<file path="config.mk">
export PLATFORM = sky130hd
export DESIGN_NAME = psd_start_diag
export DESIGN_NICKNAME = d
export VERILOG_FILES = /design/src/psd_pkg.sv /design/src/psd_start_diag.sv
export SDC_FILE = /design/constraint.sdc
export NUM_CORES = 1
export LEC_CHECK = 0
export BUFFER_PORTS_ARGS = -buffer_cell sky130_fd_sc_hd__buf_4
export CAP_MARGIN = 20
export CORE_ASPECT_RATIO = 1.1
export CORE_MARGIN = 2
export CORE_UTILIZATION = 50
export DETAILED_ROUTE_END_ITERATION = 7
export PLACE_DENSITY_LB_ADDON = 0.1
export SYNTH_ARGS = -nofsm -noshare
export SYNTH_HDL_FRONTEND = slang
export SYNTH_SLANG_ARGS = --single-unit
</file>
<file path="constraint.sdc">
create_clock -name clk_i -period 3.38 [get_ports clk_i]
set_input_delay 0.507 -clock clk_i [delete_from_list [all_inputs] [get_ports clk_i]]
set_output_delay 0.507 -clock clk_i [all_outputs]
set_load 0.005 [all_outputs]
</file>
<file path="src/psd_pkg.sv">
// package for controller start-up and diagnostics block
// assumes one 100 MHz system clock and an APB master
package psd_pkg;
	// ==========================================================
	// timing
	localparam int CLK_HZ = 100_000_000;
	localparam int BLINK_TIME_S = 3;
	localparam int BLINK_CYC = BLINK_TIME_S * CLK_HZ;
	localparam int TOGGLE_TIME_MS = 250;
	localparam int TOGGLE_CYC = TOGGLE_TIME_MS * (CLK_HZ / 1000);
	localparam int POR_WAIT = 3;
	// ==========================================================
	// register map
	localparam logic [7:0] ADDR_CTRL = 8'h00;
	localparam logic [7:0] ADDR_CFG = 8'h04;
	localparam logic [7:0] ADDR_DSW = 8'h08;
	localparam logic [7:0] ADDR_STAT = 8'h0c;
	localparam logic [7:0] ADDR_MSG = 8'h10;
	localparam logic [7:0] ADDR_STN = 8'h14;
	// control bits
	localparam int CTRL_COLD = 0;
	localparam int CTRL_WARM = 1;
	localparam int CTRL_XBEG = 2;
	localparam int CTRL_XEND = 3;
	// config fields and reset value
	localparam int CFG_REC_LSB = 0;
	localparam int CFG_START_RUN = 2;
	localparam logic [2:0] CFG_RESET = 3'h0;
	localparam logic [1:0] REC_NONE = 2'h0;
	localparam logic [1:0] REC_WARM = 2'h1;
	localparam logic [1:0] REC_COLD = 2'h2;
	// selector positions
	localparam logic [1:0] SEL_HALT = 2'h0;
	localparam logic [1:0] SEL_RUN = 2'h1;
	localparam logic [1:0] SEL_MRST = 2'h2;
	localparam logic [15:0] DSW_RESET = 16'h0000;
	// ==========================================================
	// types
	typedef enum logic [2:0] {
		ST_IDLE, ST_RUN, ST_FAULT, ST_COLD, ST_WARM, ST_COPY, ST_XFER
	} psd_state_e;
	typedef struct packed {
		logic reset_btn;
		logic [1:0] selector;
		logic battery_ok;
		logic module_fitted;
		logic bus_err;
	} psd_pins_s;
	typedef struct packed {
		logic idle;
		logic run;
		logic fault;
		logic battery;
	} psd_lamps_s;
endpackage : psd_pkg

</file>
<file path="src/psd_start_diag.sv">
// start-up, lamp and diagnostic status logic of the controller
// assumes operator pins are asynchronous, cpu-side signals share clk_i
//
// Notes on behaviour
// - cold start clears data, restarts program
// - cold on button, power-on, or host
// - fault exit at run may cold start
// - new program needs cold start first
// - warm finishes cycle with outputs zero
// - warm start keeps retentive data areas
// - warm on button, battery power-on, or host
// - fault exit at run may warm start
// - transfer only when idle or faulted
// - halt transfer lights idle and fault lamps
// - transfer writes ram and fitted module
// - power-on with module copies then starts (here it cold starts only with CFG_START_RUN set, else it copies then idles)
// - idle lamp on, blinks on bus error
// - fault lamp shows program or cpu error
// - battery lamp shows battery fault
// - 16-bit status word, two flag halves
// - indication flags never change the state
// - error flag set forces the fault state, except in transfer
// - station diagnostic bytes are read-only
// - read-only message byte reports status
// - every start copies module on mismatch
// - idle keeps outputs reset and disabled
//
// Design decisions made here: the register addresses and the APB interface to the registers.
`timescale 1ns/10ps
module psd_start_diag #(
	parameter int BLINK_CYCLES = psd_pkg::BLINK_CYC,
	parameter int TOGGLE_CYCLES = psd_pkg::TOGGLE_CYC
) (
	input wire logic clk_i,
	input wire logic rst_n_i,
	input wire logic psel_i,
	input wire logic penable_i,
	input wire logic pwrite_i,
	input wire logic [7:0] paddr_i,
	input wire logic [31:0] pwdata_i,
	output logic [31:0] prdata_o,
	output logic pready_o,
	output logic pslverr_o,
	input wire psd_pkg::psd_pins_s pins_i,
	input wire logic self_test_ok_i,
	input wire logic prog_valid_i,
	input wire logic prog_match_i,
	input wire logic copy_done_i,
	input wire logic clear_done_i,
	input wire logic cycle_end_i,
	input wire logic [7:0] diag_ind_i,
	input wire logic [7:0] diag_err_i,
	input wire logic [31:0] station_diag_i,
	output psd_pkg::psd_lamps_s lamps_o,
	output logic clear_data_o,
	output logic restart_o,
	output logic outputs_zero_o,
	output logic reinit_o,
	output logic out_en_o,
	output logic ram_wr_en_o,
	output logic module_wr_en_o,
	output logic copy_o
);
	import psd_pkg::*;

	// ==========================================================
	// pin synchronisers
	psd_pins_s pin_meta_ff, pin_ff;
	logic btn_q_ff;
	always_ff @(posedge clk_i or negedge rst_n_i) begin
		if (!rst_n_i) begin
			pin_meta_ff <= '0;
			pin_ff <= '0;
			btn_q_ff <= 1'b0;
		end else begin
			pin_meta_ff <= pins_i;
			pin_ff <= pin_meta_ff;
			btn_q_ff <= pin_ff.reset_btn;
		end
	end
	logic press;
	assign press = pin_ff.reset_btn & ~btn_q_ff;

	// ==========================================================
	// apb slave, one wait state
	logic [2:0] cfg_ff;
	logic [15:0] dsw_ff;
	logic [3:0] cmd_ff;
	psd_state_e state_ff, nxt_state;
	logic new_prog_ff, last_cold_ff, start_pend_ff;
	logic acc, wr_en, hit;
	assign acc = psel_i & penable_i;
	assign wr_en = acc & pready_o & pwrite_i;
	always_comb begin
		hit = 1'b1;
		case (paddr_i)
			ADDR_CTRL, ADDR_CFG, ADDR_DSW, ADDR_STAT, ADDR_MSG, ADDR_STN: hit = 1'b1;
			default: hit = 1'b0;
		endcase
	end
	logic [31:0] rd_mux;
	always_comb begin
		case (paddr_i)
			ADDR_CFG: rd_mux = {29'h0, cfg_ff};
			ADDR_DSW: rd_mux = {16'h0, dsw_ff};
			ADDR_STAT: rd_mux = {25'h0, new_prog_ff, 2'h0, lamps_o};
			ADDR_MSG: rd_mux = {24'h0, 1'b0, last_cold_ff, pin_ff.module_fitted,
				pin_ff.battery_ok, 1'b0, state_ff};
			ADDR_STN: rd_mux = station_diag_i;
			default: rd_mux = 32'h0;
		endcase
	end
	always_ff @(posedge clk_i or negedge rst_n_i) begin
		if (!rst_n_i) begin
			pready_o <= 1'b0;
			prdata_o <= 32'h0;
			pslverr_o <= 1'b0;
		end else begin
			pready_o <= acc & ~pready_o;
			if (acc & ~pready_o) begin
				prdata_o <= pwrite_i ? 32'h0 : rd_mux;
				pslverr_o <= ~hit;
			end
		end
	end
	always_ff @(posedge clk_i or negedge rst_n_i) begin
		if (!rst_n_i) begin
			cfg_ff <= CFG_RESET;
			cmd_ff <= 4'h0;
		end else begin
			cmd_ff <= 4'h0;
			if (wr_en && paddr_i == ADDR_CFG) begin
				cfg_ff <= pwdata_i[2:0];
			end
			if (wr_en && paddr_i == ADDR_CTRL) begin
				cmd_ff <= pwdata_i[3:0];
			end
		end
	end

	// ==========================================================
	// diagnostic status word
	logic [15:0] dsw_set, dsw_clr;
	logic err_new;
	always_comb begin
		// indications only when running or idle
		dsw_set[7:0] = (state_ff == ST_RUN || state_ff == ST_IDLE) ? diag_ind_i : 8'h0;
		dsw_set[15:8] = diag_err_i;
		dsw_clr = press ? 16'hffff : 16'h0000;
	end
	assign err_new = |(diag_err_i & ~dsw_ff[15:8]);
	always_ff @(posedge clk_i or negedge rst_n_i) begin
		if (!rst_n_i) begin
			dsw_ff <= DSW_RESET;
		end else begin
			dsw_ff <= (dsw_ff & ~dsw_clr) | dsw_set;
		end
	end

	// ==========================================================
	// power-on start
	logic [1:0] por_cnt_ff;
	logic por_pend_ff, por_fire;
	assign por_fire = por_pend_ff && por_cnt_ff == 2'(POR_WAIT);
	always_ff @(posedge clk_i or negedge rst_n_i) begin
		if (!rst_n_i) begin
			por_cnt_ff <= 2'h0;
			por_pend_ff <= 1'b1;
		end else if (por_fire) begin
			por_pend_ff <= 1'b0;
		end else if (por_pend_ff) begin
			por_cnt_ff <= por_cnt_ff + 2'h1;
		end
	end

	// ==========================================================
	// start decision
	logic idle_or_flt, sel_run, sel_mrst, sel_halt;
	logic cold_req, warm_req, halt_req, start_req, kind_cold, copy_need;
	logic [1:0] rec;
	assign rec = cfg_ff[CFG_REC_LSB +: 2];
	assign idle_or_flt = state_ff == ST_IDLE || state_ff == ST_FAULT;
	assign sel_run = pin_ff.selector == SEL_RUN;
	assign sel_mrst = pin_ff.selector == SEL_MRST;
	assign sel_halt = pin_ff.selector == SEL_HALT;
	always_comb begin
		cold_req = (press & sel_mrst & idle_or_flt) | (cmd_ff[CTRL_COLD] & idle_or_flt);
		cold_req = cold_req | (press & sel_run & state_ff == ST_FAULT & rec == REC_COLD);
		warm_req = (press & sel_run & state_ff == ST_IDLE) |
			(cmd_ff[CTRL_WARM] & state_ff == ST_IDLE);
		warm_req = warm_req | (press & sel_run & state_ff == ST_FAULT & rec == REC_WARM);
		if (por_fire) begin
			if (pin_ff.module_fitted) begin
				cold_req = cfg_ff[CFG_START_RUN];
				warm_req = 1'b0;
			end else begin
				cold_req = sel_mrst;
				warm_req = sel_run & pin_ff.battery_ok;
			end
		end
		if (new_prog_ff) begin
			warm_req = 1'b0;
		end
		if (!prog_valid_i && !pin_ff.module_fitted) begin
			cold_req = 1'b0;
			warm_req = 1'b0;
		end
		halt_req = press & sel_halt & (state_ff == ST_RUN || state_ff == ST_FAULT);
		start_req = cold_req | warm_req;
		kind_cold = cold_req;
		copy_need = pin_ff.module_fitted & (~prog_match_i | (por_fire & start_req));
	end

	// ==========================================================
	// operating state machine
	always_comb begin
		nxt_state = state_ff;
		case (state_ff)
			ST_IDLE, ST_FAULT: begin
				// transfer only from idle or fault
				if (cmd_ff[CTRL_XBEG]) begin
					nxt_state = ST_XFER;
				end else if (start_req) begin
					nxt_state = copy_need ? ST_COPY : (kind_cold ? ST_COLD : ST_WARM);
				end else if (halt_req || (por_fire && pin_ff.module_fitted)) begin
					nxt_state = pin_ff.module_fitted && por_fire ? ST_COPY : ST_IDLE;
				end
			end
			ST_RUN: begin
				if (halt_req) begin
					nxt_state = ST_IDLE;
				end
			end
			ST_COPY: begin
				if (copy_done_i) begin
					nxt_state = ~start_pend_ff ? ST_IDLE : (last_cold_ff ? ST_COLD : ST_WARM);
				end
			end
			ST_COLD: begin
				if (clear_done_i) begin
					nxt_state = ST_RUN;
				end
			end
			ST_WARM: begin
				if (cycle_end_i) begin
					nxt_state = ST_RUN;
				end
			end
			ST_XFER: begin
				if (cmd_ff[CTRL_XEND]) begin
					nxt_state = ST_FAULT;
				end
			end
			default: nxt_state = ST_FAULT;
		endcase
		if (err_new && state_ff != ST_XFER) begin
			nxt_state = ST_FAULT;
		end
	end
	always_ff @(posedge clk_i or negedge rst_n_i) begin
		if (!rst_n_i) begin
			state_ff <= ST_IDLE;
			last_cold_ff <= 1'b0;
			start_pend_ff <= 1'b0;
			new_prog_ff <= 1'b0;
		end else begin
			state_ff <= nxt_state;
			if (idle_or_flt && nxt_state == ST_COPY) begin
				last_cold_ff <= kind_cold;
				start_pend_ff <= start_req;
			end else if (idle_or_flt && (nxt_state == ST_COLD || nxt_state == ST_WARM)) begin
				last_cold_ff <= kind_cold;
			end
			if (state_ff == ST_XFER && cmd_ff[CTRL_XEND]) begin
				new_prog_ff <= 1'b1;
			end else if (state_ff == ST_COLD && clear_done_i) begin
				new_prog_ff <= 1'b0;
			end
		end
	end

	// ==========================================================
	// action outputs
	always_ff @(posedge clk_i or negedge rst_n_i) begin
		if (!rst_n_i) begin
			clear_data_o <= 1'b0;
			restart_o <= 1'b0;
			outputs_zero_o <= 1'b0;
			reinit_o <= 1'b0;
			out_en_o <= 1'b0;
			ram_wr_en_o <= 1'b0;
			module_wr_en_o <= 1'b0;
			copy_o <= 1'b0;
		end else begin
			clear_data_o <= nxt_state == ST_COLD;
			restart_o <= state_ff == ST_COLD && nxt_state == ST_RUN;
			outputs_zero_o <= nxt_state == ST_WARM;
			reinit_o <= state_ff == ST_WARM && nxt_state == ST_RUN;
			out_en_o <= nxt_state == ST_RUN;
			ram_wr_en_o <= nxt_state == ST_XFER;
			module_wr_en_o <= nxt_state == ST_XFER && pin_ff.module_fitted;
			copy_o <= nxt_state == ST_COPY;
		end
	end

	// ==========================================================
	// lamps
	logic [31:0] blink_cnt_ff, tog_cnt_ff;
	logic blink_ph_ff, bus_err_q_ff;
	always_ff @(posedge clk_i or negedge rst_n_i) begin
		if (!rst_n_i) begin
			blink_cnt_ff <= 32'h0;
			tog_cnt_ff <= 32'h0;
			blink_ph_ff <= 1'b0;
			bus_err_q_ff <= 1'b0;
		end else begin
			bus_err_q_ff <= pin_ff.bus_err;
			if (pin_ff.bus_err && !bus_err_q_ff) begin
				blink_cnt_ff <= 32'(BLINK_CYCLES);
				tog_cnt_ff <= 32'h0;
			end else if (blink_cnt_ff != 32'h0) begin
				blink_cnt_ff <= blink_cnt_ff - 32'h1;
				if (tog_cnt_ff == 32'(TOGGLE_CYCLES - 1)) begin
					tog_cnt_ff <= 32'h0;
					blink_ph_ff <= ~blink_ph_ff;
				end else begin
					tog_cnt_ff <= tog_cnt_ff + 32'h1;
				end
			end else begin
				blink_ph_ff <= 1'b0;
			end
		end
	end
	logic xfer_halt;
	assign xfer_halt = nxt_state == ST_XFER && sel_halt;
	always_ff @(posedge clk_i or negedge rst_n_i) begin
		if (!rst_n_i) begin
			lamps_o <= '0;
		end else begin
			lamps_o.idle <= xfer_halt | (blink_cnt_ff != 32'h0 ? blink_ph_ff :
				self_test_ok_i & nxt_state == ST_IDLE);
			lamps_o.run <= nxt_state == ST_RUN;
			lamps_o.fault <= xfer_halt | nxt_state == ST_FAULT | ~prog_valid_i;
			lamps_o.battery <= ~pin_ff.battery_ok;
		end
	end

	// ==========================================================
	// checks
	chk_err_to_fault: assert property (@(posedge clk_i) disable iff (!rst_n_i)
		err_new && state_ff != ST_XFER |=> state_ff == ST_FAULT)
		else $error("error flag did not force fault");
	chk_xfer_gate: assert property (@(posedge clk_i) disable iff (!rst_n_i)
		$rose(state_ff == ST_XFER) |-> $past(state_ff) inside {ST_IDLE, ST_FAULT})
		else $error("transfer entered from wrong state");
	chk_warm_no_clear: assert property (@(posedge clk_i) disable iff (!rst_n_i)
		state_ff == ST_WARM |=> !clear_data_o || state_ff == ST_COLD)
		else $error("warm start cleared data");
	chk_cold_restart: assert property (@(posedge clk_i) disable iff (!rst_n_i)
		state_ff == ST_COLD && clear_done_i && !err_new |=> restart_o && out_en_o)
		else $error("cold start missed restart");
	chk_new_prog_cold: assert property (@(posedge clk_i) disable iff (!rst_n_i)
		new_prog_ff |-> state_ff != ST_WARM)
		else $error("warm start with new program");
	chk_idle_outputs: assert property (@(posedge clk_i) disable iff (!rst_n_i)
		state_ff == ST_IDLE |=> ##1 !out_en_o || $past(state_ff) != ST_IDLE)
		else $error("outputs enabled in idle");
	chk_warm_zero: assert property (@(posedge clk_i) disable iff (!rst_n_i)
		state_ff == ST_WARM && !cycle_end_i && !err_new |=> outputs_zero_o)
		else $error("outputs not zero in warm remainder");
	chk_dsw_sticky: assert property (@(posedge clk_i) disable iff (!rst_n_i)
		diag_err_i != 8'h00 |=> (dsw_ff[15:8] & $past(diag_err_i)) == $past(diag_err_i))
		else $error("error flag not captured");
	chk_battery_lamp: assert property (@(posedge clk_i) disable iff (!rst_n_i)
		!pin_ff.battery_ok |=> lamps_o.battery)
		else $error("battery lamp not lit");
	chk_module_write: assert property (@(posedge clk_i) disable iff (!rst_n_i)
		state_ff == ST_XFER && pin_ff.module_fitted && !cmd_ff[CTRL_XEND] && !err_new
		|=> ram_wr_en_o && module_wr_en_o)
		else $error("transfer did not write module");
endmodule : psd_start_diag

</file>
==> flow_metrics.py, run 1 <==
metrics = {
    "clock_network": {
        "clock-sinks": 156,
        "cts_buffers": 17,
        "cts_tree": "yes",
        "cts_setup_buffers": 0,
        "clkTransAtPathRegs_ns": 0.06,
        "hold_buffers": 0,
        "htree_levels": 4,
        "cts-root-buf": "clkbuf_16",
        "cts-resized-gates": 0,
        "cts_buffer_depth": 2,
        "insertion_delay_ns": 0.42,
    },
    "logic_synthesis": {
        "synth_seq_area_share_pct": 52.7,
        "yosys.area.top_type": "dfrtp_1",
        "synthCells": 731,
        "synth_top_family_by_area": "simple AND/OR/NAND/NOR gates",
        "synth_compound_area_share_pct": 17.0,
        "syn_nets": 839,
        "synthDistinctLibCells": 76,
        "synth_xor_area_share_pct": 3.31,
        "synthFlopType": "dfrtp_1",
        "synthAdderAreaFrac_pct": 0.507,
        "yosysMostFrequentCell": "dfrtp_1",
        "synth-simple-area-share_pct": 21.6,
        "synth_edf_count": 0,
        "ys_async_sr_fraction_pct": 100,
        "synth_top_cell_area_share_pct": 52.4,
        "synth_common_cells": "dfrtp_1 (155), nand2_1 (74), nor2_1 (67), o21ai_0 (54), a22o_1 (26)",
        "synthMuxAreaShare_pct": 1.89,
        "synth_seq_cells": 156,
        "synth_area_um2": 7410,
        "syn_area_per_cell_um2": 10.1,
        "synth_area_leaders": "dfrtp_1 (52%), nand2_1 (3.8%), o21ai_0 (3.6%)",
        "yosys_warnings": 0,
    },
    "layout": {
        "layout-drive-gt1-share_pct": 23.2,
        "layout.nets": 958,
        "num_antenna_cells": 0,
        "syn2layout_area_growth_pct": 22.5,
    },
    "setup_path": {
        "cp_cell_sequence": "or2_1 -> o311ai_4 -> o21a_2 -> or4_1 -> nand4_2 -> or4_1 -> mux2i_1",
        "cp_max_fo": 16,
        "crit-reg2reg-launch": "state_ff[0]",
        "cp.required_ns": 3.69,
        "path_common_cell": "or4_1",
        "cpPeakStageDelay_ns": 0.60,
        "critPathLaunch": "state_ff[0]",
        "slowest_stage": "or4_1",
        "crit_path_end_kind": "register",
        "crit_type": "register to register",
        "cp_data_arrival_time_ns": 3.07,
        "setup.worst_path.start_class": "register",
    },
    "timing": {
        "rsz0062_at_grt": "false",
        "setup_viol": 0,
        "tns_ns": 0,
        "relSlewSlack_pct": 59.8,
        "worst_slew_pin_slew_ns": 0.601,
        "max_clock_freq_mhz": 362,
        "whs_ns": 0.0414,
        "slew_violations": 0,
        "clock_skew_ns": 0.0106,
        "fin_crit_sh_pct": 81.7,
        "period_needed_ns": 2.76,
        "hold_viol_final": 0,
    },
    "power_and_ir_drop": {
        "comb_power_share_pct": 10.7,
        "pwr-share-seq_pct": 48.7,
        "power_density_nw_per_um2": 471,
        "swShare_pct": 26.5,
        "leakage_uw": 0.00400,
        "peakVddDrop_v": 0.000388,
        "p_sw_uw": 1130,
        "p_int_uw": 3140,
        "clkPwrFrac_pct": 40.6,
    },
    "placement": {
        "routabilityCongestion": 0.829,
        "dpl.hpwl_mm": 12.2,
        "numPortBuffers": 122,
    },
    "flow_run": {
        "cap_violations": 0,
    },
    "detailed_routing": {
        "via_per_inst": 5.69,
        "firstDrtPassIters": 4,
        "drt_iter0_drc": 423,
        "vias": 6002,
        "drtAntennaViolNets": 0,
        "routedWlPerCell_um": 16.4,
        "remaining_drc_errors": 0,
        "routed_wl_mm": 17.3,
    },
    "grt": {
        "grt_max_degree": 117,
        "grt_pass1_vias": 6004,
        "grt_util_all_layers_pct": 22.9,
        "antenna_found_initial": 0,
        "grt_pass1_wl_mm": 29.3,
        "grt-ovfl-total": 0,
    },
    "die": {
        "io_pins": 151,
        "dieArea_um2": 15800,
        "die_width_um": 120,
        "core_um2": 14400,
        "rows": 46,
        "chipHeight_um": 132,
        "start_util_pct": 51.3,
    },
    "worst_hold_path": {
        "hold_path.class": "input port to async pin",
    },
    "run_status": {
        "outcome": "completed",
    },
}
## state kept, by name, indices dropped and copies added, names as in the netlist, 2 cells and up
name          count
lamps_o           4
state_ff          3
por_cnt_ff        2
blink_cnt_ff     32
cfg_ff            3
pin_meta_ff       6
prdata_o         32
pin_ff            6
dsw_ff           16
tog_cnt_ff       32
cmd_ff            4
## power groups by stage
stage / Clock, uW / Sequential [uW] / Combinational (uW)
after floorplan: 0 / 2080 / 283
after global placement: 0 / 2100 / 441
after detailed placement: 0 / 2110 / 456
after CTS: 1770 / 2080 / 459
after global routing: 1860 / 2100 / 517
final: 1740 / 2080 / 456
## worst paths after layout
path                                          to  slack [ns]  cells past startpoint
worst max-delay path               start_pend_ff        0.62                      7
worst min-delay path                prdata_o[18]        0.04                      1
worst max register to register     start_pend_ff        0.62                      7
worst min register to register         pin_ff[4]        0.35                      0
max in group asynchronous       blink_cnt_ff[16]        2.40                      3
min in group clk_i                pin_meta_ff[3]        0.19                      1
## layer usage
layer  global-route usage (%)  share of wire [%]  vias up
li1                         -                  -     2893
met1                     30.5                 44     2924
met2                     37.6                 49      162
met3                     3.95                4.6       23
met4                     8.37                2.0        0
met5                        0                  0        -
## metrics by stage
| step | worst slack, ns | util [%] | total power [uW] | cells | instance area [um2] |
|---|---|---|---|---|---|
| CTS | 0.617 | 62.6 | 4310 | 1054 | 9050 |
| detailed placement | 0.625 | 58.9 | 2570 | 1022 | 8510 |
| finish | 0.617 | 62.8 | 4280 | 1055 | 9070 |
| floorplan | 1.07 | - | 2360 | 731 | 7410 |
| global route | 0.259 | 62.8 | 4480 | 1055 | 9070 |
| global placement | 0.638 | 58.9 | 2550 | 1022 | 8510 |
## layout make-up
type	instances	area, um2
fill	1215	5370
sequential	156	3910
multi-input combinational	526	3290
timing repair buffer	132	1040
clock buffer	17	425
tap	192	240
clock inverter	15	113
inverter	17	63.8
## cell usage in the layout (no fill, tap or decap), types with 12 or more instances in the layout
cell type / instances
clkbuf_16: 17
nand3_1: 20
nor2_1: 67
o21ai_1: 19
a22oi_1: 13
nor2b_1: 15
and3_1: 12
and2_1: 12
o21ai_0: 54
inv_1: 17
a21oi_1: 17
dfrtp_1: 155
o31ai_1: 12
nor3_1: 15
buf_4: 128
xnor2_1: 22
a22o_1: 26
nand2_1: 74
## cell families after synthesis
family                   Yosys count
AO/OA/AOI/OAI                    186
XOR/XNOR                          28
adder cells (fa/ha/maj)            3
buffers and inverters             49
flip-flops                       156
multiplexers                      13
AND/OR/NAND/NOR                  296
## worst max-delay path, delay by kind of cell, from the launching register on
kind / cells / cell delay (ns)
multiplexers: 1 / 0.13
flip-flops: 1 / 0.55
AO/OA/AOI/OAI: 2 / 0.55
AND/OR/NAND/NOR: 4 / 1.41
No activity file was read; power rests on OpenSTA's default activity.
==> run 2, diff against run 1 <==
- clock period: 3.38 -> 2.25 ns (I/O delays scaled with it)
==> run 2 against run 1 <==
The run now ends with negative setup slack left. Maximum frequency is 16% higher. Die area stayed put. Combinational power is 130% higher. Design area increased by 18%. Setup slack got worse by 0.75 ns. Sequential power rose by 51%. Critical path depth up 2. Worst hold slack got worse by 0.032 ns. Cell count up 12%. Critical path type unchanged.
==> flow_metrics.py, run 2 (same netlist as run 1, synthesis figures left out) <==
metrics = {
    "worst_hold_path": {
        "hold_path.class": "input port to register",
    },
    "timing": {
        "relSlewSlack_pct": 49.9,
        "period_needed_ns": 2.38,
        "hold_viol_final": 0,
        "setup_viol": 37,
        "slew_violations": 0,
        "clock_skew_ns": 0.00758,
        "rsz0062_at_grt": "true",
        "worst_slew_pin_slew_ns": 0.750,
        "max_clock_freq_mhz": 420,
        "fin_crit_sh_pct": 106,
        "tns_ns": -1.57,
        "setup_ws_ns": -0.133,
    },
    "setup_path": {
        "crit_family": "simple AND/OR/NAND/NOR gates",
        "crit_path_end_kind": "register",
        "cp_data_arrival_time_ns": 2.69,
        "cpPeakStageDelay_ns": 0.57,
        "slowest_stage": "or4_4",
        "cp_cell_sequence": "or4_4 -> nor4_4 -> nand4_1 -> buf_6 -> nand3_4 -> clkbuf_16 -> nor2_1 -> o21ai_1 -> o31ai_1",
        "crit_type": "register to register",
        "setup.worst_path.start_class": "register",
        "r2r_slack_ns": -0.13,
        "cp.required_ns": 2.56,
        "path_buf_inv": 2,
        "cp_max_fo": 9,
    },
    "power_and_ir_drop": {
        "pwr-share-seq_pct": 45.4,
        "swShare_pct": 28.2,
        "p_int_uw": 4960,
        "p_sw_uw": 1950,
        "clkPwrFrac_pct": 39.3,
        "power_density_nw_per_um2": 645,
        "peakVddDrop_v": 0.000543,
        "comb_power_share_pct": 15.3,
        "leakage_uw": 0.00480,
    },
    "grt": {
        "grt_max_degree": 57,
        "grt_util_all_layers_pct": 25.2,
        "grt-ovfl-total": 0,
        "antenna_found_initial": 0,
        "grt_pass1_wl_mm": 31.9,
        "grt_pass1_vias": 6507,
    },
    "clock_network": {
        "cts_tree": "yes",
        "insertion_delay_ns": 0.44,
        "cts_buffer_depth": 2,
        "cts-root-buf": "clkbuf_16",
        "cts_buffers": 17,
        "clkTransAtPathRegs_ns": 0.06,
        "clock-sinks": 156,
        "htree_levels": 4,
    },
    "detailed_routing": {
        "via_per_inst": 5.77,
        "firstDrtPassIters": 5,
        "routedWlPerCell_um": 17.9,
        "remaining_drc_errors": 0,
        "vias": 6837,
        "drt_iter0_drc": 441,
        "drtAntennaViolNets": 0,
        "routed_wl_mm": 21.2,
    },
    "layout": {
        "n_fill_cell": 985,
        "area.sequential_um2": 3910,
        "final_cell_mix": "buf_4 (238), dfrtp_1 (154), nand2_1 (67)",
        "num_antenna_cells": 0,
        "layout.nets": 1088,
        "layout-drive-gt1-share_pct": 40.0,
        "syn2layout_area_growth_pct": 44.7,
        "final_common_cell": "buf_4",
        "utilization_pct": 74.2,
        "reg_top3": "blink_cnt_ff (32), prdata_o (32), tog_cnt_ff (32)",
        "multi_input_area_um2": 3780,
    },
    "placement": {
        "numPortBuffers": 122,
        "dpl.hpwl_mm": 13.6,
        "routabilityCongestion": 0.915,
    },
    "flow_run": {
        "cap_violations": 0,
    },
    "die": {
        "core_um2": 14400,
        "start_util_pct": 51.3,
        "chipHeight_um": 132,
        "die_width_um": 120,
        "dieArea_um2": 15800,
        "rows": 46,
        "io_pins": 151,
    },
    "run_status": {
        "violations": "negative setup slack",
        "outcome": "finished with violations",
    },
}
-- run 2: cell count changes in the layout (fill, tap and decap cells not counted), sizes merged --
cell,previous run,this run
clkinvlp,3,4
clkinv,6,4
dlygate4sd3,0,5
inv,23,24
buf,132,253
clkbuf,17,21
-- run 2: worst paths after layout --
kind	from	to	depth (start not counted)
max in group asynchronous	rst_n_i	tog_cnt_ff[12]	3
worst min register to register	pin_meta_ff[3]	pin_ff[3]	0
min in group asynchronous	rst_n_i	prdata_o[20]	2
worst min-delay path	pins_i[1]	pin_meta_ff[1]	1
worst max register to register	blink_cnt_ff[15]	tog_cnt_ff[5]	9
worst max-delay path	blink_cnt_ff[15]	tog_cnt_ff[5]	9
-- run 2: layout make-up --
class / instances / area share, %
sequential: 156 / 36.4
multi-input combinational: 526 / 35.3
timing repair buffer: 262 / 20.2
clock buffer: 17 / 3.97
tap: 192 / 2.24
clock inverter: 15 / 1.23
inverter: 17 / 0.595
-- run 2: metrics by stage --
step                      instances  setup WS (ns)  power, uW  instance area (um2)  hold slack [ns]
final                          1185         -0.133       6920                10700          0.00936
after global routing           1185         -0.245       7190                10700          0.00264
after CTS                      1168        -0.0551       6780                10200         0.000491
after detailed placement       1121         -0.304       3980                 9310            0.286
after global placement         1121         -0.234       3940                 9310            0.282
after floorplan                 731         0.0193       3550                 7410           0.0419
-- run 2: power groups by stage --
stage | clock, uW | combinational (uW) | sequential, uW
2_1_floorplan | 0 | 425 | 3130
3_3_place_gp | 0 | 797 | 3140
3_5_place_dp | 0 | 829 | 3150
4_1_cts | 2740 | 925 | 3110
5_1_grt | 2880 | 1150 | 3150
6_report | 2720 | 1060 | 3140
-- run 2: layer usage --
| metal | vias up | share of wire [%] | GRT usage [%] |
|---|---|---|---|
| met2 | 259 | 51 | 42.0 |
| met5 | - | 0 | 0 |
| li1 | 3154 | - | - |
| met4 | 0 | 2.1 | 9.02 |
| met1 | 3385 | 41 | 33.2 |
| met3 | 39 | 6.1 | 4.21 |
-- run 2: timing repair --
action / in CTS / in global routing
hold endpoints to repair: 43 / 0
setup buffers: 9 / 14
hold buffers: 5 / 0
pin swaps: 20 / 36
setup endpoints to repair: 51 / 68
gates cloned: 1 / 4
resized for setup: 50 / 98
-- run 2: worst register-to-register path, delay by kind of cell, from the launching register on --
family	cells	cell delay, ns
compound gates	2	0.25
flops	1	0.39
simple gates	5	1.23
buf+inv	2	0.39
==> run 3, diff against run 2 <==
- SKIP_LAST_GASP: default -> 1
==> run 3 against run 2 <==
The run still ends with negative setup slack left. Power down 1.0%. Critical path depth unchanged. Combinational power down 5%. Global-route usage about the same. Die area unchanged. Largest power group unchanged.
==> flow_metrics.py, run 3 (same netlist as run 1, synthesis figures left out) <==
metrics = {
    "detailed_routing": {
        "drtAntennaViolNets": 0,
        "vias": 6856,
        "via_per_inst": 5.78,
        "firstDrtPassIters": 5,
        "routed_wl_mm": 21.0,
        "drt_iter0_drc": 476,
        "routedWlPerCell_um": 17.7,
        "remaining_drc_errors": 0,
    },
    "layout": {
        "num_antenna_cells": 0,
        "final_common_cell": "buf_4",
        "reg_top3": "blink_cnt_ff (32), prdata_o (32), tog_cnt_ff (32)",
        "layout-drive-gt1-share_pct": 39.9,
        "syn2layout_area_growth_pct": 45.3,
        "final_cell_mix": "buf_4 (237), dfrtp_1 (154), nand2_1 (67)",
        "layout.nets": 1090,
    },
    "grt": {
        "grt_util_all_layers_pct": 25.2,
        "grt_max_degree": 57,
        "grt_pass1_wl_mm": 31.9,
        "antenna_found_initial": 0,
        "grt_pass1_vias": 6506,
        "grt-ovfl-total": 0,
    },
    "timing": {
        "worst_slew_pin_slew_ns": 0.709,
        "hold_viol_final": 0,
        "max_clock_freq_mhz": 396,
        "rsz0062_at_grt": "true",
        "tns_ns": -2.97,
        "clock_skew_ns": 0.00724,
        "setup_viol": 40,
        "relSlewSlack_pct": 52.6,
        "fin_crit_sh_pct": 112,
        "slew_violations": 0,
        "period_needed_ns": 2.52,
        "setup_ws_ns": -0.272,
    },
    "setup_path": {
        "cp_data_arrival_time_ns": 2.82,
        "cp_cell_sequence": "or4_4 -> nor4_4 -> nand4_1 -> buf_6 -> nand3_4 -> clkbuf_16 -> a31oi_1 -> o21ai_1 -> o41ai_1",
        "cpPeakStageDelay_ns": 0.56,
        "crit_type": "register to register",
        "slowest_stage": "or4_4",
        "setup.worst_path.start_class": "register",
        "cp.required_ns": 2.54,
        "cp_max_fo": 6,
        "crit_path_end_kind": "register",
    },
    "clock_network": {
        "cts-root-buf": "clkbuf_16",
        "cts_buffer_depth": 2,
        "clkTransAtPathRegs_ns": 0.06,
        "cts_tree": "yes",
        "clock-sinks": 156,
        "insertion_delay_ns": 0.43,
        "cts_buffers": 17,
        "htree_levels": 4,
    },
    "die": {
        "rows": 46,
        "die_width_um": 120,
        "io_pins": 151,
        "core_um2": 14400,
        "start_util_pct": 51.3,
        "chipHeight_um": 132,
        "dieArea_um2": 15800,
    },
    "placement": {
        "routabilityCongestion": 0.915,
        "dpl.hpwl_mm": 13.6,
        "numPortBuffers": 122,
    },
    "power_and_ir_drop": {
        "totalPowerFinal_uw": 6850,
        "power_density_nw_per_um2": 636,
        "leakage_uw": 0.00484,
        "peakVddDrop_v": 0.000571,
    },
    "run_status": {
        "outcome": "finished with violations",
        "violations": "negative setup slack",
    },
    "flow_run": {
        "cap_violations": 0,
    },
    "worst_hold_path": {
        "hold_path.class": "input port to register",
    },
}
[run 3: layout make-up]
cell class / count / area (um2)
flip-flops and latches: 156 / 3910
multi-input cells: 526 / 3770
well taps: 192 / 240
repair buffers: 264 / 2220
clock buffers: 17 / 425
fillers: 981 / 3690
inverters: 17 / 63.8
clock inverters: 15 / 131
[run 3: repair_timing]
| action | CTS | global route |
|---|---|---|
| pin swaps | 19 | 35 |
| gates resized for setup | 42 | 98 |
| buffers inserted | 9 | 13 |
| endpoints found under the hold margin | 43 | 0 |
| endpoints found under the setup margin | 51 | 68 |
| hold buffers | 5 | 0 |
| gates cloned | 1 | 7 |
[run 3: per-layer routing]
layer  vias to the layer above  GRT usage (%)  share of wire [%]
met5                         -              0                  0
met4                         0           9.02                2.3
met3                        43           4.21                6.3
met2                       247           42.0                 51
met1                      3407           33.1                 41
li1                       3159              -                  -
[run 3: power by group]
group          switching, uW  internal (uW)  leakage (uW)
Combinational            484            529       0.00256
Clock                   1260           1450      0.000261
Sequential               157           2970       0.00201
[run 3: final timing paths]
path	slack (ns)	cells after the start	start	to
setup / recovery	-0.27	9	blink_cnt_ff[15]	tog_cnt_ff[26]
setup reg to reg	-0.27	9	blink_cnt_ff[15]	tog_cnt_ff[26]
max in group asynchronous	1.16	3	rst_n_i	tog_cnt_ff[12]
hold reg to reg	0.35	0	pin_meta_ff[3]	pin_ff[3]
min in group asynchronous	0.40	2	rst_n_i	prdata_o[20]
hold / removal	0.01	1	pins_i[1]	pin_meta_ff[1]
[run 3: critical path, delay by kind of cell, from the launching register on]
family          cells  cell delay (ns)
flops               1             0.38
buf+inv             2             0.37
compound gates      3             0.43
simple gates        4             1.20
[run 3: through the flow]
step / instance area, um2 / instances / setup slack (ns) / hold WS (ns) / util, %
6_report: 10800 / 1187 / -0.272 / 0.0127 / 74.5
5_1_grt: 10800 / 1187 / -0.302 / -0.00146 / 74.5
4_1_cts: 10200 / 1168 / -0.0622 / 0.000491 / 70.7
3_5_place_dp: 9310 / 1121 / -0.304 / 0.286 / 64.5
3_3_place_gp: 9310 / 1121 / -0.234 / 0.282 / 64.5
2_1_floorplan: 7410 / 731 / 0.0193 / 0.0419 / -
